**src/verilog/bst_pkg.sv**
```systemverilog
// Constants, sub-test numbering and timing for the built-in self-test sequencer.
package bst_pkg;

	// ----------------------------------------------------------------
	// Timing
	// ----------------------------------------------------------------
	localparam int          CLK_NS      = 25;
	localparam int          SETTLE_NS   = 1000;
	localparam int          TIMEOUT_NS  = 100000;
	localparam logic [11:0] SETTLE_CNT  = 12'((SETTLE_NS + CLK_NS - 1) / CLK_NS);
	localparam logic [11:0] TIMEOUT_CNT = 12'(TIMEOUT_NS / CLK_NS);

	// ----------------------------------------------------------------
	// Memories
	// ----------------------------------------------------------------
	localparam logic [7:0] ROM_SUM_LO = 8'hfe;
	localparam logic [7:0] ROM_SUM_HI = 8'hff;
	localparam logic [3:0] RAM_LAST   = 4'hf;

	// ----------------------------------------------------------------
	// Sub-test indices
	// ----------------------------------------------------------------
	localparam logic [4:0] SUB_ROM    = 5'h00;
	localparam logic [4:0] SUB_RAM    = 5'h01;
	localparam logic [4:0] SUB_CFG    = 5'h02;
	localparam logic [4:0] SUB_DOUT0  = 5'h03;
	localparam logic [4:0] SUB_DIN    = 5'h07;
	localparam logic [4:0] SUB_HS     = 5'h08;
	localparam logic [4:0] SUB_DATA   = 5'h09;
	localparam logic [4:0] SUB_TRIG0  = 5'h0a;
	localparam logic [4:0] SUB_EXT    = 5'h10;
	localparam logic [4:0] SUB_GET    = 5'h11;
	localparam logic [4:0] SUB_SHORT0 = 5'h12;
	localparam logic [4:0] SUB_LAST   = 5'h19;
	localparam int         NUM_SUB    = 26;

	localparam logic [3:0] GET_SRC = 4'h7;
	localparam logic [3:0] SRC_END = 4'h8;

	// ----------------------------------------------------------------
	// Modes, selections and bus bytes
	// ----------------------------------------------------------------
	localparam logic [1:0] MODE_SINGLE = 2'h0;
	localparam logic [1:0] MODE_CONT   = 2'h1;
	localparam logic [1:0] MODE_STEP   = 2'h2;
	localparam logic [7:0] HS_BYTE     = 8'h55;
	localparam logic [7:0] DIO1_DRIVE  = 8'h01;
	localparam logic [7:0] DIO1_FREE   = 8'h00;

	// Test number as {major, minor}; 7'h64 is test 100.
	function automatic logic [11:0] bst_num(input logic [4:0] i);
		logic [6:0] mj;
		logic [4:0] mn;
		mj = 7'h64;
		mn = 5'h00;
		if (i == SUB_ROM) mj = 7'h64;
		else if (i == SUB_RAM) mj = 7'h65;
		else if (i == SUB_CFG) mj = 7'h66;
		else if (i < SUB_HS) begin
			mj = 7'h67;
			mn = 5'(i - 5'h02);
		end else if (i < SUB_TRIG0) begin
			mj = 7'h68;
			mn = 5'(i - 5'h07);
		end else if (i < SUB_SHORT0) begin
			mj = 7'h69;
			mn = 5'(i - 5'h09);
		end else if (i != SUB_ROM) begin
			mj = 7'h69;
			mn = 5'(i - 5'h07);
		end
		return {mj, mn};
	endfunction

	// Index range {first, last} of a major test; any other selection runs all.
	function automatic logic [9:0] bst_range(input logic [2:0] sel);
		case (sel)
			3'h0: return {SUB_ROM, SUB_ROM};
			3'h1: return {SUB_RAM, SUB_RAM};
			3'h2: return {SUB_CFG, SUB_CFG};
			3'h3: return {SUB_DOUT0, SUB_DIN};
			3'h4: return {SUB_HS, SUB_DATA};
			3'h5: return {SUB_TRIG0, SUB_LAST};
			default: return {SUB_ROM, SUB_LAST};
		endcase
	endfunction

endpackage

```
**src/verilog/bst_fail_log.sv**
```systemverilog
// Per sub-test pass/fail record with a search for the next failed entry.
`timescale 1ns/1ps
`default_nettype none
module bst_fail_log
	import bst_pkg::*;
(
	input  wire logic       clk_in,
	input  wire logic       rstn_in,
	input  wire logic       clr_in,
	input  wire logic       rec_in,
	input  wire logic [4:0] rec_idx_in,
	input  wire logic       rec_fail_in,
	input  wire logic [4:0] from_in,
	output logic            any_out,
	output logic [4:0]      next_idx_out,
	output logic            next_valid_out
);
	logic [NUM_SUB-1:0] fails;

	always_ff @(posedge clk_in) begin
		if (!rstn_in || clr_in) fails <= '0;
		else if (rec_in) fails[rec_idx_in] <= rec_fail_in;
	end

	assign any_out = |fails;

	// First failed index at or after from_in.
	always_comb begin
		next_idx_out   = 5'h00;
		next_valid_out = 1'b0;
		for (int i = NUM_SUB - 1; i >= 0; i--) begin
			if (fails[i] && 5'(i) >= from_in) begin
				next_idx_out   = 5'(i);
				next_valid_out = 1'b1;
			end
		end
	end
endmodule
`default_nettype wire

```
**src/verilog/bst_sequencer.sv**
```systemverilog
// Built-in self-test sequencer: runs numbered sub-tests and logs failures.
`timescale 1ns/1ps
`default_nettype none

// Contract
// - Test 100: checksum program memory against stored
// - Test 101: write, read back working memory
// - Test 102: config memory read must acknowledge
// - Port bits four to seven drive outputs
// - Loopback returns each output to next bit
// - 103.1: drive bit four, check bit five
// - 103.2: drive bit five, check bit six
// - 103.3 and 103.4 check outputs three, four
// - 103.5: open digital input reads high
// - 104.1: byte-out handshake via test assist
// - 104.2: drive, release DIO1, sense each
// - Seven trigger outputs, eight trigger inputs
// - Output seven ready, inputs seven, eight
// - Bus lines idle high, pulled down
// - 105.1-105.6: pulse line, trigger expected
// - 105.7: trigger seen means short, fault
// - 105.8: bus group trigger must register
// - 105.11-105.18: other sources must not trigger
// - Failed run flagged, failures reviewable
// - Handshake test exercises three handshake lines
// - Single, continuous and step modes
module bst_sequencer
	import bst_pkg::*;
(
	input  wire logic       ref_clk_in,
	input  wire logic       rstn_in,
	input  wire logic       start_in,
	input  wire logic       stop_in,
	input  wire logic       step_confirm_in,
	input  wire logic       review_next_in,
	input  wire logic [2:0] test_sel_in,
	input  wire logic [1:0] mode_in,
	output logic            busy_out,
	output logic            paused_out,
	output logic            done_out,
	output logic            fail_flag_out,
	output logic [11:0]     current_num_out,
	output logic [11:0]     review_num_out,
	output logic            review_valid_out,
	output logic [7:0]      rom_addr_out,
	input  wire logic [7:0] rom_data_in,
	output logic [3:0]      ram_addr_out,
	output logic [7:0]      ram_wdata_out,
	output logic            ram_we_out,
	input  wire logic [7:0] ram_rdata_in,
	output logic            cfg_rd_req_out,
	input  wire logic       cfg_done_in,
	input  wire logic       cfg_ack_in,
	output logic [3:0]      loopback_port_bits_out,
	output logic [3:0]      loopback_port_oe_out,
	input  wire logic [3:0] loopback_port_bits_in,
	input  wire logic       digital_input_sense_bit_in,
	output logic [7:0]      dout_data_out,
	output logic            dout_wr_out,
	input  wire logic       byte_out_done_in,
	output logic            assist_listen_out,
	input  wire logic       buffered_not_ready_for_data_in,
	input  wire logic       buffered_not_data_accepted_in,
	input  wire logic       buffered_data_valid_in,
	input  wire logic       bus_line_one_sense_bit_in,
	output logic            get_req_out,
	output logic [6:0]      trigger_drive_lines_out,
	input  wire logic [7:0] trigger_sense_lines_in
);
	// ----------------------------------------------------------------
	// State
	// ----------------------------------------------------------------
	typedef enum {
		ST_IDLE, ST_SETUP, ST_ROM, ST_RAM_WR, ST_RAM_RD, ST_CFG, ST_LOOP,
		ST_DIN, ST_HS, ST_DATA, ST_TRIG, ST_JUDGE, ST_PAUSE
	} bst_state_e;

	bst_state_e  state;
	logic [4:0]  sub;
	logic [4:0]  first;
	logic [4:0]  last;
	logic [1:0]  mode;
	logic [2:0]  phase;
	logic [11:0] cnt;
	logic [15:0] acc;
	logic [7:0]  sum_lo;
	logic        fault;
	logic        stop_req;
	logic [2:0]  arm;
	logic [3:0]  src;
	logic        short_test;
	logic        trig_clear;
	logic [2:0]  hs_prev;
	logic [2:0]  hs_seen;
	logic [4:0]  review_from;

	logic       trig_hit;
	logic       log_any;
	logic [4:0] log_next;
	logic       log_next_valid;
	logic       run_start;
	logic       judge;
	logic [1:0] lp;
	logic [2:0] hs_now;
	logic [2:0] hs_seen_now;
	logic [3:0] src_next;
	logic [9:0] sel_range;

	assign run_start   = start_in && !busy_out;
	assign judge       = (state == ST_JUDGE);
	assign lp          = 2'(sub - SUB_DOUT0);
	assign hs_now      = {buffered_not_ready_for_data_in, buffered_not_data_accepted_in, buffered_data_valid_in};
	assign hs_seen_now = hs_seen | (hs_prev ^ hs_now);
	assign src_next    = (4'(src + 4'h1) == {1'b0, arm}) ? 4'(src + 4'h2) : 4'(src + 4'h1);
	assign sel_range   = bst_range(test_sel_in);

	// ----------------------------------------------------------------
	// Helpers
	// ----------------------------------------------------------------
	bst_trig_latch u_trig (
		.clk_in   (ref_clk_in),
		.rstn_in  (rstn_in),
		.sense_in (trigger_sense_lines_in),
		.arm_in   (arm),
		.clear_in (trig_clear),
		.hit_out  (trig_hit)
	);

	bst_fail_log u_log (
		.clk_in         (ref_clk_in),
		.rstn_in        (rstn_in),
		.clr_in         (run_start),
		.rec_in         (judge),
		.rec_idx_in     (sub),
		.rec_fail_in    (fault),
		.from_in        (review_from),
		.any_out        (log_any),
		.next_idx_out   (log_next),
		.next_valid_out (log_next_valid)
	);

	// ----------------------------------------------------------------
	// Run control
	// ----------------------------------------------------------------
	// Stop is honoured at the end of the current sub-test.
	always_ff @(posedge ref_clk_in) begin
		if (!rstn_in || run_start) stop_req <= 1'b0;
		else if (stop_in && busy_out) stop_req <= 1'b1;
	end

	always_ff @(posedge ref_clk_in) begin
		if (!rstn_in || run_start) begin
			review_from      <= 5'h00;
			review_num_out   <= 12'h000;
			review_valid_out <= 1'b0;
		end else if (done_out && fail_flag_out && review_next_in) begin
			if (log_next_valid) begin
				review_num_out   <= bst_num(log_next);
				review_from      <= 5'(log_next + 5'h01);
				review_valid_out <= 1'b1;
			end else begin
				review_from      <= 5'h00;
				review_valid_out <= 1'b0;
			end
		end
	end

	// ----------------------------------------------------------------
	// Sequencer
	// ----------------------------------------------------------------
	always_ff @(posedge ref_clk_in) begin
		if (!rstn_in) begin
			state                   <= ST_IDLE;
			sub                     <= SUB_ROM;
			first                   <= SUB_ROM;
			last                    <= SUB_ROM;
			mode                    <= MODE_SINGLE;
			phase                   <= 3'h0;
			cnt                     <= 12'h000;
			acc                     <= 16'h0000;
			sum_lo                  <= 8'h00;
			fault                   <= 1'b0;
			arm                     <= 3'h0;
			src                     <= 4'h0;
			short_test              <= 1'b0;
			trig_clear              <= 1'b0;
			hs_prev                 <= 3'h0;
			hs_seen                 <= 3'h0;
			busy_out                <= 1'b0;
			paused_out              <= 1'b0;
			done_out                <= 1'b0;
			fail_flag_out           <= 1'b0;
			current_num_out         <= 12'h000;
			rom_addr_out            <= 8'h00;
			ram_addr_out            <= 4'h0;
			ram_wdata_out           <= 8'h00;
			ram_we_out              <= 1'b0;
			cfg_rd_req_out          <= 1'b0;
			loopback_port_bits_out  <= 4'h0;
			loopback_port_oe_out    <= 4'hf;
			dout_data_out           <= 8'h00;
			dout_wr_out             <= 1'b0;
			assist_listen_out       <= 1'b0;
			get_req_out             <= 1'b0;
			trigger_drive_lines_out <= 7'h00;
		end else begin
			dout_wr_out <= 1'b0;
			trig_clear  <= 1'b0;
			if (cnt != 12'h000) cnt <= 12'(cnt - 12'h001);
			case (state)
				ST_IDLE: begin
					if (start_in) begin
						{first, last} <= sel_range;
						sub           <= sel_range[9:5];
						mode          <= mode_in;
						busy_out      <= 1'b1;
						done_out      <= 1'b0;
						fail_flag_out <= 1'b0;
						state         <= ST_SETUP;
					end
				end
				ST_SETUP: begin
					current_num_out <= bst_num(sub);
					paused_out      <= 1'b0;
					phase           <= 3'h0;
					fault           <= 1'b0;
					acc             <= 16'h0000;
					rom_addr_out    <= 8'h00;
					ram_addr_out    <= 4'h0;
					if (sub == SUB_ROM) state <= ST_ROM;
					else if (sub == SUB_RAM) begin
						ram_wdata_out <= {4'h0, 4'hf};
						ram_we_out    <= 1'b1;
						state         <= ST_RAM_WR;
					end else if (sub == SUB_CFG) state <= ST_CFG;
					else if (sub < SUB_DIN) state <= ST_LOOP;
					else if (sub == SUB_DIN) state <= ST_DIN;
					else if (sub == SUB_HS) state <= ST_HS;
					else if (sub == SUB_DATA) state <= ST_DATA;
					else if (sub < SUB_SHORT0) begin
						arm        <= 3'(sub - SUB_TRIG0);
						src        <= {1'b0, 3'(sub - SUB_TRIG0)};
						short_test <= 1'b0;
						state      <= ST_TRIG;
					end else begin
						arm        <= 3'(sub - SUB_SHORT0);
						src        <= (sub == SUB_SHORT0) ? 4'h1 : 4'h0;
						short_test <= 1'b1;
						state      <= ST_TRIG;
					end
				end
				ST_ROM: begin
					rom_addr_out <= 8'(rom_addr_out + 8'h01);
					if (rom_addr_out < ROM_SUM_LO) acc <= 16'(acc + {8'h00, rom_data_in});
					else if (rom_addr_out == ROM_SUM_LO) sum_lo <= rom_data_in;
					else begin
						fault <= (acc != {rom_data_in, sum_lo});
						state <= ST_JUDGE;
					end
				end
				ST_RAM_WR: begin
					if (ram_addr_out == RAM_LAST) begin
						ram_we_out   <= 1'b0;
						ram_addr_out <= 4'h0;
						state        <= ST_RAM_RD;
					end else begin
						ram_addr_out  <= 4'(ram_addr_out + 4'h1);
						ram_wdata_out <= {4'(ram_addr_out + 4'h1), ~4'(ram_addr_out + 4'h1)};
					end
				end
				ST_RAM_RD: begin
					if (ram_rdata_in != {ram_addr_out, ~ram_addr_out}) fault <= 1'b1;
					ram_addr_out <= 4'(ram_addr_out + 4'h1);
					if (ram_addr_out == RAM_LAST) state <= ST_JUDGE;
				end
				ST_CFG: begin
					if (phase == 3'h0) begin
						cfg_rd_req_out <= 1'b1;
						cnt            <= TIMEOUT_CNT;
						phase          <= 3'h1;
					end else if (cfg_done_in || cnt == 12'h000) begin
						cfg_rd_req_out <= 1'b0;
						fault          <= !(cfg_done_in && cfg_ack_in);
						state          <= ST_JUDGE;
					end
				end
				ST_LOOP: begin
					if (phase == 3'h0) begin
						loopback_port_oe_out   <= (4'h1 << lp) | (4'h1 << 2'(lp + 2'h2));
						loopback_port_bits_out <= 4'h1 << lp;
						cnt                    <= SETTLE_CNT;
						phase                  <= 3'h1;
					end else if (cnt == 12'h000) begin
						if (loopback_port_bits_in[2'(lp + 2'h1)] != (phase == 3'h1)) fault <= 1'b1;
						loopback_port_bits_out <= 4'h0;
						cnt                    <= SETTLE_CNT;
						phase                  <= 3'h2;
						if (phase == 3'h2) begin
							loopback_port_oe_out <= 4'hf;
							state                <= ST_JUDGE;
						end
					end
				end
				ST_DIN: begin
					fault <= !digital_input_sense_bit_in;
					state <= ST_JUDGE;
				end
				ST_HS: begin
					hs_prev <= hs_now;
					if (phase == 3'h0) begin
						assist_listen_out <= 1'b1;
						dout_data_out     <= HS_BYTE;
						dout_wr_out       <= 1'b1;
						hs_seen           <= 3'h0;
						cnt               <= TIMEOUT_CNT;
						phase             <= 3'h1;
					end else begin
						hs_seen <= hs_seen_now;
						if (byte_out_done_in || cnt == 12'h000) begin
							assist_listen_out <= 1'b0;
							fault             <= !byte_out_done_in || (hs_seen_now != 3'h7);
							state             <= ST_JUDGE;
						end
					end
				end
				ST_DATA: begin
					// driven line reads low, released high
					if (phase == 3'h0) begin
						dout_data_out <= DIO1_DRIVE;
						dout_wr_out   <= 1'b1;
						cnt           <= SETTLE_CNT;
						phase         <= 3'h1;
					end else if (cnt == 12'h000) begin
						if (bus_line_one_sense_bit_in != (phase == 3'h2)) fault <= 1'b1;
						dout_data_out <= DIO1_FREE;
						dout_wr_out   <= (phase == 3'h1);
						cnt           <= SETTLE_CNT;
						phase         <= 3'h2;
						if (phase == 3'h2) state <= ST_JUDGE;
					end
				end
				ST_TRIG: begin
					case (phase)
						3'h0: begin
							trig_clear <= 1'b1;
							cnt        <= SETTLE_CNT;
							phase      <= 3'h1;
						end
						3'h1: begin
							if (cnt == 12'h000) begin
								if (src == GET_SRC) get_req_out <= 1'b1;
								else trigger_drive_lines_out <= 7'h01 << src[2:0];
								cnt   <= SETTLE_CNT;
								phase <= 3'h2;
							end
						end
						3'h2: begin
							if (cnt == 12'h000) begin
								get_req_out             <= 1'b0;
								trigger_drive_lines_out <= 7'h00;
								cnt                     <= SETTLE_CNT;
								phase                   <= 3'h3;
							end
						end
						default: begin
							if (cnt == 12'h000) begin
								if (short_test && src_next < SRC_END) begin
									src   <= src_next;
									cnt   <= SETTLE_CNT;
									phase <= 3'h1;
								end else begin
									fault <= (short_test || sub == SUB_EXT) ? trig_hit : !trig_hit;
									state <= ST_JUDGE;
								end
							end
						end
					endcase
				end
				ST_JUDGE: begin
					if (sub != last && !stop_req) begin
						sub <= 5'(sub + 5'h01);
						if (mode == MODE_STEP) begin
							paused_out <= 1'b1;
							state      <= ST_PAUSE;
						end else state <= ST_SETUP;
					end else if (mode == MODE_CONT && !stop_req) begin
						sub   <= first;
						state <= ST_SETUP;
					end else begin
						fail_flag_out <= log_any || fault;
						busy_out      <= 1'b0;
						done_out      <= 1'b1;
						state         <= ST_IDLE;
					end
				end
				ST_PAUSE: begin
					if (stop_req) begin
						fail_flag_out <= log_any;
						paused_out    <= 1'b0;
						busy_out      <= 1'b0;
						done_out      <= 1'b1;
						state         <= ST_IDLE;
					end else if (step_confirm_in) state <= ST_SETUP;
				end
				default: state <= ST_IDLE;
			endcase
		end
	end
endmodule
`default_nettype wire

```
**src/verilog/bst_trig_latch.sv**
```systemverilog
// Trigger detection latch on the one armed trigger sense line.
`timescale 1ns/1ps
`default_nettype none
module bst_trig_latch
	import bst_pkg::*;
(
	input  wire logic       clk_in,
	input  wire logic       rstn_in,
	input  wire logic [7:0] sense_in,
	input  wire logic [2:0] arm_in,
	input  wire logic       clear_in,
	output logic            hit_out
);
	logic [7:0] prev;

	// Lines idle high, so a trigger is a falling edge.
	always_ff @(posedge clk_in) begin
		if (!rstn_in) prev <= 8'hff;
		else prev <= sense_in;
	end

	// An edge in the clearing cycle still counts.
	always_ff @(posedge clk_in) begin
		if (!rstn_in) hit_out <= 1'b0;
		else if (prev[arm_in] && !sense_in[arm_in]) hit_out <= 1'b1;
		else if (clear_in) hit_out <= 1'b0;
	end
endmodule
`default_nettype wire
```
**config.mk**
```make
export PLATFORM = sky130hd
export DESIGN_NAME = bst_sequencer
export DESIGN_NICKNAME = d
export VERILOG_FILES = /design/src/verilog/bst_pkg.sv /design/src/verilog/bst_fail_log.sv /design/src/verilog/bst_sequencer.sv /design/src/verilog/bst_trig_latch.sv
export SDC_FILE = /design/constraint.sdc
export NUM_CORES = 1
export LEC_CHECK = 0
export BUFFER_PORTS_ARGS = -buffer_cell sky130_fd_sc_hd__buf_2
export CAP_MARGIN = 25
export CORE_AREA = 2 2 136 138
export DETAILED_ROUTE_END_ITERATION = 10
export DIE_AREA = 0 0 138 140
export PLACE_DENSITY = 0.81
export RECOVER_POWER = 50
export SLEW_MARGIN = 15
export SYNTH_ARGS = -nofsm -noshare
export SYNTH_HDL_FRONTEND = slang
export SYNTH_SLANG_ARGS = --single-unit
export TNS_END_PERCENT = 50
```
**constraint.sdc**
```tcl
create_clock -name ref_clk_in -period 7.34 [get_ports ref_clk_in]
set_clock_uncertainty 0.05 [all_clocks]
set_input_delay 0.734 -clock ref_clk_in [delete_from_list [all_inputs] [get_ports ref_clk_in]]
set_output_delay 0.734 -clock ref_clk_in [all_outputs]
set_load 0.005 [all_outputs]
```
### Yosys cells after proc, flatten, opt, wreduce, memory -nomap -nowiden

Index checks and enable logic that the tools add are counted.

* multiplexer cells: 232
* add/subtract/negate cells: 19
* bitwise logic cells: 13
* shift-type cells: 3
* reduce and logical (&&, ||, !) cells: 102
* $lt $le $gt $ge: 39
* eq/ne operators: 91

Operators with widths (number)
* 32-bit 2-to-1 mux: 18
* 32-bit one-hot mux with 12 select lines: 1
* 5-bit 2-to-1 mux: 44
* 32-bit by 4-bit == test with 1-bit output, second input constant: 5
* 4-bit 2-to-1 mux: 37
* 32-bit by 3-bit == test with 1-bit output, second input constant: 4
* 2-bit inequality test, second input constant: 40
* 1-bit 2-to-1 mux: 79
* 12-bit 2-to-1 mux: 6
* 32-bit by 2-bit == test with 1-bit output, second input constant: 2
* 9-bit one-hot mux with 6 select lines: 1
* 5-bit >= comparator, first input constant: 10
* 8-bit 2-to-1 mux: 6
* 8-bit one-hot mux with 2 select lines: 3
* 4-bit by 5-bit >= comparator with 1-bit output, first input constant: 8
* 1-bit logical AND: 36
* 12-bit one-hot mux with 3 select lines: 1
* 32-bit by 1-bit == test with 1-bit output, second input constant: 1
* 32-bit by 5-bit == test with 1-bit output, second input constant: 1
* 32-bit zero test: 1
* 16-bit one-hot mux with 2 select lines: 1
* 3-bit 2-to-1 mux: 9
* 26-bit bitwise mux: 1
* 26-bit OR reduction: 1
* 91 further kinds: 183

* bits in registers: 222
* output and inout bits: 77
* input port bits: 47
* word-level logic and storage cells: 539

### Logic depth before layout (Yosys ltp)

Gate-level depths: netlist of the first run.

* word-level depth: 36
* depth in mapped cells: 16
* gate-level depth less buffers: 13

### Cells and area by module

From an unflattened synthesis of the first run, not the netlist that was laid out.

* cell total of the unflattened synthesis: 1367
* area, all modules: 10953.0 sq um

Modules (own cells, without submodules)
* bst_sequencer: area each 8518.2 sq um, instances 1, cells each 1045, sequential area each 2902.8 sq um
* bst_fail_log: area each 2079.5 sq um, instances 1, cells each 290, sequential area each 520.5 sq um
* bst_trig_latch: area each 355.3 sq um, instances 1, cells each 32, sequential area each 180.2 sq um

### Least setup slack after synthesis of the first run

OpenSTA, ideal clock, no wires.

* path kind: reg-to-reg
* start: reg src[0]
* end: reg state[3]
* library setup time: 0.115 ns
* required time: 7.175 ns
* path buffers: 1
* slack: 3.851 ns
* clock period less this slack: 3.489 ns
* stages on the path, launching flop included: 12
* data arrival time: 3.323 ns
* path through: dfxtp_1 > ha_1 > ha_1 > xor2_1 > a31oi_1 > o311ai_0 > nor2_1 > a211o_1 > or4_1 > buf_2 > or4_1 > and3_1

* cells in the longest elaborated chain, start to end: 7
* elaborated cells between the ends (all ways): 8
* classes of those cells: 2 x add/sub; 1 x order compare; 2 x eq/ne; 1 x mux; 2 x reduce/logical

Ends and longest elaborated chain
* start: declaration: line bst_sequencer.sv:90 `logic [3:0] src;`
* start signal: assignment: line bst_sequencer.sv:242 `src <= {1'b0, 3'(sub - SUB_TRIG0)};`
* start signal: assignment: line bst_sequencer.sv:247 `src <= (sub == SUB_SHORT0) ? 4'h1 : 4'h0;`
* start signal: assignment: line bst_sequencer.sv:368 `src <= src_next;`
* 4-bit by 1-bit adder with 4-bit output: line bst_sequencer.sv:114 `assign src_next = (4'(src + 4'h1) == {1'b0, arm}) ? 4'(src + 4'h2) : 4'(src + 4'h1);`
* 4-bit by 3-bit == test with 1-bit output: line bst_sequencer.sv:114
* 4-bit 2-to-1 mux (*): line bst_sequencer.sv:114
* 4-bit < comparator (*): line bst_sequencer.sv:367 `if (short_test && src_next < SRC_END) begin`
* 1-bit logical AND (*): line bst_sequencer.sv:367
* 2-bit inequality test (no line) (*)
* 16-bit AND reduction (no line) (*)
* end signal: assignment: line bst_sequencer.sv:373 `state <= ST_JUDGE;`
* end signal: assignment: line bst_sequencer.sv:384 `state <= ST_PAUSE;`
* end signal: assignment: line bst_sequencer.sv:385 `end else state <= ST_SETUP;`
* end: declaration: line bst_sequencer.sv:78 `bst_state_e state;`

Every way passes the cells marked *; elsewhere a longest branch is shown, timed or not.
A chain may end at the register's enable or synchronous reset.

==> impl_metrics.yaml, run 1 <==
synthesis:
  syn_avg_cell_area_sq_um: 7.67
  ys_top_cells_by_count: "dfxtp_1 (180), nand2_1 (175), nor2_1 (140), a21oi_1 (137), nand3_1 (76)"
  yosysUniqueCellTypes: 80
  yosysSeqAreaShare_pct: 34.3
  synth_top_area_share_pct: 34.3
  synth-edff-count: 0
  synth-seq-cells: 180
  async_flop_share_pct: 0
  yosys.area.top_type: "dfxtp_1"
  ys_warn_count: 0
  synth_area_leaders: "dfxtp_1 (34%), a21oi_1 (6.5%), nand2_1 (6.3%)"
  syn-cell-area_sq_mm: 0.0105
  yosysMostFrequentCell: "dfxtp_1"
  synth_top_flop_cell: "dfxtp_1"
  synthCells: 1370
global_route:
  antenna_found_initial: 0
  grt_overflow: 0
  grt_first_pass_wirelength_mm: 48.2
  grt_use_total_pct: 30.0
  grt_max_degree: 62
  grt_pass1_vias: 9553
pwr:
  combPwrFrac_pct: 31.5
  power.internal_mw: 2.03
  power_density_mw_per_mm2: 278
  vdd_drop_max_mv: 0.214
  clkPwrFrac_pct: 30.0
  seqPwrFrac_pct: 38.4
  swShare_pct: 37.4
  power.switching_mw: 1.21
  p_leak_nw: 4.62
cells_and_area:
  seq_area_sq_mm: 0.00360
  fin_nets: 1513
  fin_cells: 1671
  drive_gt1_share_pct: 10.6
  finalInstanceArea_sq_mm: 0.0117
  multi_input_area_sq_mm: 0.00641
  diodes: 0
  final_util_pct: 65.6
  final.fill_count: 1585
  syn2layout_area_growth_pct: 10.9
place:
  io_buffer_count: 117
  dp_cells: 1637
  dpl.hpwl_mm: 20.9
  dpl-instance-area_sq_mm: 0.0111
  place_congestion: 0.960
clocking:
  post_cts_buffers: 0
  numCtsBuffers: 17
  cts_tree: "built"
  path_clk_slew_ns: 0.07
  cts_resized: 0
  cts_hold_buf: 0
  clkSinkCount: 180
  cts-root-buf: "clkbuf_16"
  htreeDepth: 4
  clk_latency_ns: 0.44
  cts_buffer_depth: 2
critical_path:
  critical_path.max_fanout: 61
  critical_path_class: "input pin to flip-flop"
  worstPathArrival_ns: 4.81
  worstPathRequired_ns: 7.67
  cpPeakStageDelay_ns: 1.62
  cp_num_buf_inv: 4
  cpLargestDelayFamily: "buffers and inverters"
  critical_path.slowest_cell: "clkbuf_1"
  cp-start-kind: "input pin"
  worst_setup_path_end_kind: "flip-flop"
  crit_chain: "buf_2, clkbuf_1, inv_1, buf_4, a211oi_1, a32o_1"
worst_hold_path:
  hold_class: "flip-flop to flip-flop"
status:
  violations: "capacitance limit, slew limit"
  status: "finished, violations left"
die:
  chipHeight_um: 140
  coreArea_sq_mm: 0.0178
  die_w_um: 138
  dieArea_sq_mm: 0.0193
  start_util_pct: 59.1
  ios: 124
  rows: 49
detailed_routing:
  wl_met3_mm: 2.29
  dr.pass1.iters: 7
  postRouteAntennaNets: 0
  wl_met1_mm: 12.3
  wl_met2_mm: 14.0
  vias: 10300
  via_per_inst: 6.19
  routed_wl_mm: 29.5
  drc: 0
  first_iter_violations: 1177
  wl_per_cell_um: 17.6
  highest_layer: "met4"
timing:
  worstMarginPinSlew_ns: 2.28
  timing.final.crit_share_pct: 61.0
  rsz0062_at_grt: "false"
  hold_viol_final: 0
  setup_tns_ns: 0
  finalSetupViolations: 0
  slew_headroom_pct: -52.0
  max_freq_ghz: 0.223
  finalMaxSlewViolations: 88
  timing.final.crit_period_ns: 4.47
run:
  maxCapViolations: 2
## power groups by stage
stage	logic [mW]	clock network, mW	registers, mW
global placement	0.977	0	1.26
detailed placement	0.996	0	1.26
finish	1.02	0.975	1.25
global route	1.13	1.02	1.26
floorplan	0.822	0	1.17
CTS	1.01	0.983	1.24
## cells by family (layout without fill, tap and decap cells)
logic type	Yosys count	in the layout	synth area share (%)
XOR/XNOR	56	56	4.67
AO/OA/AOI/OAI	362	362	22.3
adder cells (fa/ha/maj)	37	37	4.48
multiplexers	24	24	2.55
buffers and inverters	128	195	5.02
flip-flops	180	180	34.3
other	1	6	0.0357
AND/OR/NAND/NOR	582	582	26.7
## final timing paths
path,startpoint,to,slack [ns],cells past startpoint
worst max-delay path,rstn_in,current_num_out[3]$_SDFFE_PN0P_,2.87,6
worst min-delay path,first[3]$_SDFFE_PN0P_,first[3]$_SDFFE_PN0P_,0.40,2
worst max register to register,review_from[1]$_SDFFE_PP0P_,review_num_out[1]$_SDFFE_PP0P_,3.25,13
worst min register to register,first[3]$_SDFFE_PN0P_,first[3]$_SDFFE_PN0P_,0.40,2
## metrics by stage
step	hold slack, ns	setup WS [ns]	power [mW]
after floorplan	0.382	3.85	1.99
after global placement	0.389	3.49	2.23
after detailed placement	0.392	3.34	2.26
after CTS	0.403	3.30	3.23
after global routing	0.419	2.53	3.42
final	0.404	2.87	3.25
## sequential cells by signal (all words and copies together) (netlist names), 5 cells and up
register	count
current_num_out	10
review_num_out	10
trigger_drive_lines_out	7
cnt	12
sum_lo	8
last	5
ram_wdata_out	8
u_trig.prev	8
rom_addr_out	8
review_from	5
acc	16
sub	5
u_log.fails	26
## placed cells by master (no fill, tap or decap), types with 14 or more instances in the layout
master / Yosys / layout
mux2i_1: 20 / 20
clkbuf_16: 0 / 17
xor2_1: 35 / 35
nand3_1: 76 / 76
a21oi_1: 137 / 137
nand2_1: 175 / 175
a31oi_1: 14 / 14
nor2b_1: 17 / 17
a211oi_1: 15 / 15
buf_2: 2 / 85
and3_1: 20 / 20
clkbuf_1: 72 / 32
nor2_1: 140 / 140
inv_1: 33 / 34
nand4_1: 15 / 15
o21ai_0: 46 / 46
xnor2_1: 21 / 21
a22oi_1: 14 / 14
nor4_1: 16 / 16
ha_1: 36 / 36
nor3_1: 33 / 32
dfxtp_1: 180 / 180
nand2b_1: 32 / 32
## final cells by class
| type | count | share of cell area (%) |
|---|---|---|
| sequential | 180 | 30.9 |
| inverter | 37 | 1.19 |
| timing repair buffer | 126 | 5.16 |
| multi-input combinational | 1067 | 54.9 |
| tap | 229 | 2.46 |
| clock inverter | 12 | 1.43 |
| clock buffer | 20 | 3.92 |
## layer usage
metal / GRT usage [%] / up-vias
li1: - / 4996
met1: 38.8 / 4845
met2: 50.0 / 436
met3: 6.12 / 69
met4: 11.2 / 0
met5: 0 / -
## tightest hold or removal path, stage by stage (launching register included)
cell	delay (ns)
dfxtp_1	0.31
nand2_1	0.05
a21oi_1	0.05
(Power assumes the default switching activity.)
==> run 2: changes to the inputs <==
--- a/config.mk
+++ b/config.mk
@@ -5,12 +5,13 @@
 export SDC_FILE = /design/constraint.sdc
 export NUM_CORES = 1
 export LEC_CHECK = 0
+export ABC_AREA = 1
 export BUFFER_PORTS_ARGS = -buffer_cell sky130_fd_sc_hd__buf_2
 export CAP_MARGIN = 25
-export CORE_AREA = 2 2 136 138
+export CORE_AREA = 2 2 142 144
 export DETAILED_ROUTE_END_ITERATION = 10
-export DIE_AREA = 0 0 138 140
-export PLACE_DENSITY = 0.81
+export DIE_AREA = 0 0 144 146
+export PLACE_DENSITY = 0.76
 export RECOVER_POWER = 50
 export SLEW_MARGIN = 15
 export SYNTH_ARGS = -nofsm -noshare
==> constraint.sdc (replaced) <==
create_clock -name ref_clk_in -period 4.1 [get_ports ref_clk_in]
set_clock_uncertainty 0.05 [all_clocks]
set_input_delay 0.41 -clock ref_clk_in [delete_from_list [all_inputs] [get_ports ref_clk_in]]
set_output_delay 0.41 -clock ref_clk_in [all_outputs]
set_load 0.005 [all_outputs]
==> run 2 against run 1 <==
Largest cell class unchanged. Synthesized cell count increased by 8.2%. Clock-buffer cell count increased by 1. Final area decreased by 2.1%. Combinational power increased by 110%. The flow still finishes with violations (capacitance limit, slew limit). Register-to-register slack got worse by 2.6 ns. Total power increased by 82%.
==> impl_metrics.yaml, run 2 <==
detailed_routing:
  drc: 0
  wl_per_cell_um: 15.3
  vias: 10300
  first_iter_violations: 582
  postRouteAntennaNets: 0
  dr.pass1.iters: 6
  via_per_inst: 5.53
  routed_wl_mm: 28.6
critical_path:
  worstPathRequired_ns: 4.34
  critical_path_class: "flip-flop to flip-flop"
  worst_setup_path_end_kind: "flip-flop"
  cpLargestDelayFamily: "compound AO/OA/AOI/OAI gates"
  cp_num_buf_inv: 5
  worstPathArrival_ns: 3.69
  path_common_cell: "inv_1"
  crit_chain: "inv_1, nand2_1, o21ai_0, a211oi_1, nand3b_1, nand2_1, inv_1, a31oi_1, inv_1, nor3_1, inv_2, nor2_4, nor2_1, clkinv_2, a31oi_1, a2111oi_1"
  critical_path.slowest_cell: "dfxtp_1"
  cpPeakStageDelay_ns: 0.67
  cp-start-kind: "flip-flop"
  critical_path.max_fanout: 13
cells_and_area:
  syn2layout_area_growth_pct: 11.8
  seq_area_sq_mm: 0.00360
  diodes: 0
  final.fill_count: 1926
  fin_nets: 1669
  drive_gt1_share_pct: 10.4
  largest_register_ffs: 26
  final_cell_mix: "nand2_1 (263), nor2_1 (201), inv_1 (197)"
  top_regs: "u_log.fails (26), acc (16), cnt (12)"
  layout_commonest_cell: "nand2_1"
  multi_input_area_sq_mm: 0.00556
  regMostFlops: "u_log.fails"
  finalInstanceArea_sq_mm: 0.0114
place:
  place_congestion: 0.969
  dpl-instance-area_sq_mm: 0.0109
  dpl.hpwl_mm: 21.4
  io_buffer_count: 117
synthesis:
  synth_area_leaders: "dfxtp_1 (35%), nand2_1 (9.7%), a21oi_1 (7.5%)"
  synthMuxAreaShare_pct: 0
  yosysUniqueCellTypes: 61
  ys_top_cells_by_count: "nand2_1 (263), nor2_1 (201), inv_1 (195), dfxtp_1 (180), a21oi_1 (152)"
  synth_fa_ha_area_share_pct: 4.61
  synth-simple-area-share_pct: 26.2
  syn-cell-area_sq_mm: 0.0102
  yosysMostFrequentCell: "nand2_1"
  async_flop_share_pct: 0
  synth-edff-count: 0
  yosys.area.top_type: "dfxtp_1"
  synth_top_flop_cell: "dfxtp_1"
  ys_warn_count: 0
  synth_top_area_share_pct: 35.3
  syn_avg_cell_area_sq_um: 6.89
  synth-xor-area-share_pct: 2.32
  synth-seq-cells: 180
  synth_top_family_by_area: "simple AND/OR/NAND/NOR gates"
  yosysSeqAreaShare_pct: 35.3
  synthCells: 1483
  synth-compound-area-share_pct: 21.0
global_route:
  grt_first_pass_wirelength_mm: 46.4
  grt_pass1_vias: 9519
  grt_max_degree: 57
  grt_use_total_pct: 27.2
  antenna_found_initial: 0
  grt_overflow: 0
die:
  coreArea_sq_mm: 0.0193
  rows: 51
  start_util_pct: 52.8
  chipHeight_um: 146
  ios: 124
  die_w_um: 144
  dieArea_sq_mm: 0.0210
clocking:
  cts_resized: 0
  clk_latency_ns: 0.44
  cts-root-buf: "clkbuf_16"
  numCtsBuffers: 17
  path_clk_slew_ns: 0.07
  cts_tree: "built"
  post_cts_buffers: 0
  cts_buffer_depth: 2
  cts_hold_buf: 0
  clkSinkCount: 180
  htreeDepth: 4
pwr:
  vdd_drop_max_mv: 0.347
  p_leak_nw: 5.07
  power_density_mw_per_mm2: 518
timing:
  rsz0062_at_grt: "false"
  finalSetupViolations: 0
  timing.final.crit_period_ns: 3.45
  setup_tns_ns: 0
  timing.final.crit_share_pct: 84.2
  slew_headroom_pct: -73.9
  hold_viol_final: 0
  finalMaxSlewViolations: 114
  max_freq_ghz: 0.290
  worstMarginPinSlew_ns: 2.61
worst_hold_path:
  hold_class: "input pin to flip-flop"
status:
  status: "finished, violations left"
  violations: "capacitance limit, slew limit"
run:
  maxCapViolations: 2
==> run 2: area by class of cell <==
type	instances	share of cell area (%)
clock buffers	21	3.95
multi-input cells	1050	48.7
clock inverters	10	0.658
repair buffers	127	5.27
inverters	209	6.95
well taps	265	2.91
flip-flops and latches	180	31.6
==> run 2: metal layers <==
metal  wire, um  global-route usage [%]  vias to the layer above
met2      12900                    42.3                      337
met5          0                       0                        -
met4        544                    7.79                        0
met3       1920                    5.50                       50
li1           -                       -                     5144
met1      13200                    38.1                     4773
==> run 2: kinds of logic (layout without fill, tap and decap cells) <==
logic type      after synthesis  in the layout
flops                       180            180
xor+xnor                     27             27
compound gates              363            363
simple gates                617            617
other cells                   1              6
buf+inv                     258            367
fa+ha+maj                    37             37
==> run 2: final timing paths <==
| path | from | depth (start not counted) | end | slack [ns] |
|---|---|---|---|---|
| setup reg to reg | sub[0]$_SDFFE_PN0P_ | 16 | sub[4]$_SDFFE_PN0P_ | 0.65 |
| hold reg to reg | current_num_out[1]$_SDFFE_PN0P_ | 2 | current_num_out[1]$_SDFFE_PN0P_ | 0.41 |
| hold / removal | trigger_sense_lines_in[6] | 3 | u_trig.prev[6]$_SDFF_PN1_ | 0.12 |
| setup / recovery | sub[0]$_SDFFE_PN0P_ | 16 | sub[4]$_SDFFE_PN0P_ | 0.65 |
==> run 2: worst min-delay path, cell delays in order <==
cell	delay, ns
buf_2	0.08
inv_1	0.04
nand2_1	0.05
==> run 2: metrics by stage <==
step	power (mW)	utilization, %	hold WS, ns	setup slack [ns]	std cells
2_1_floorplan	3.77	-	0.380	1.36	1488
3_3_place_gp	4.32	56.5	0.389	0.964	1829
3_5_place_dp	4.36	56.5	0.397	0.891	1829
4_1_cts	5.89	59.2	0.113	0.866	1860
5_1_grt	6.30	59.0	0.123	0.321	1862
6_report	5.91	59.0	0.122	0.647	1862
==> run 2: report_power, final <==
| part | internal [mW] | leakage (nW) | switching, mW |
|---|---|---|---|
| registers | 1.98 | 1.46 | 0.226 |
| clock network | 0.796 | 0.264 | 0.729 |
| logic | 0.707 | 3.35 | 1.47 |
| total | 3.48 | 5.07 | 2.42 |
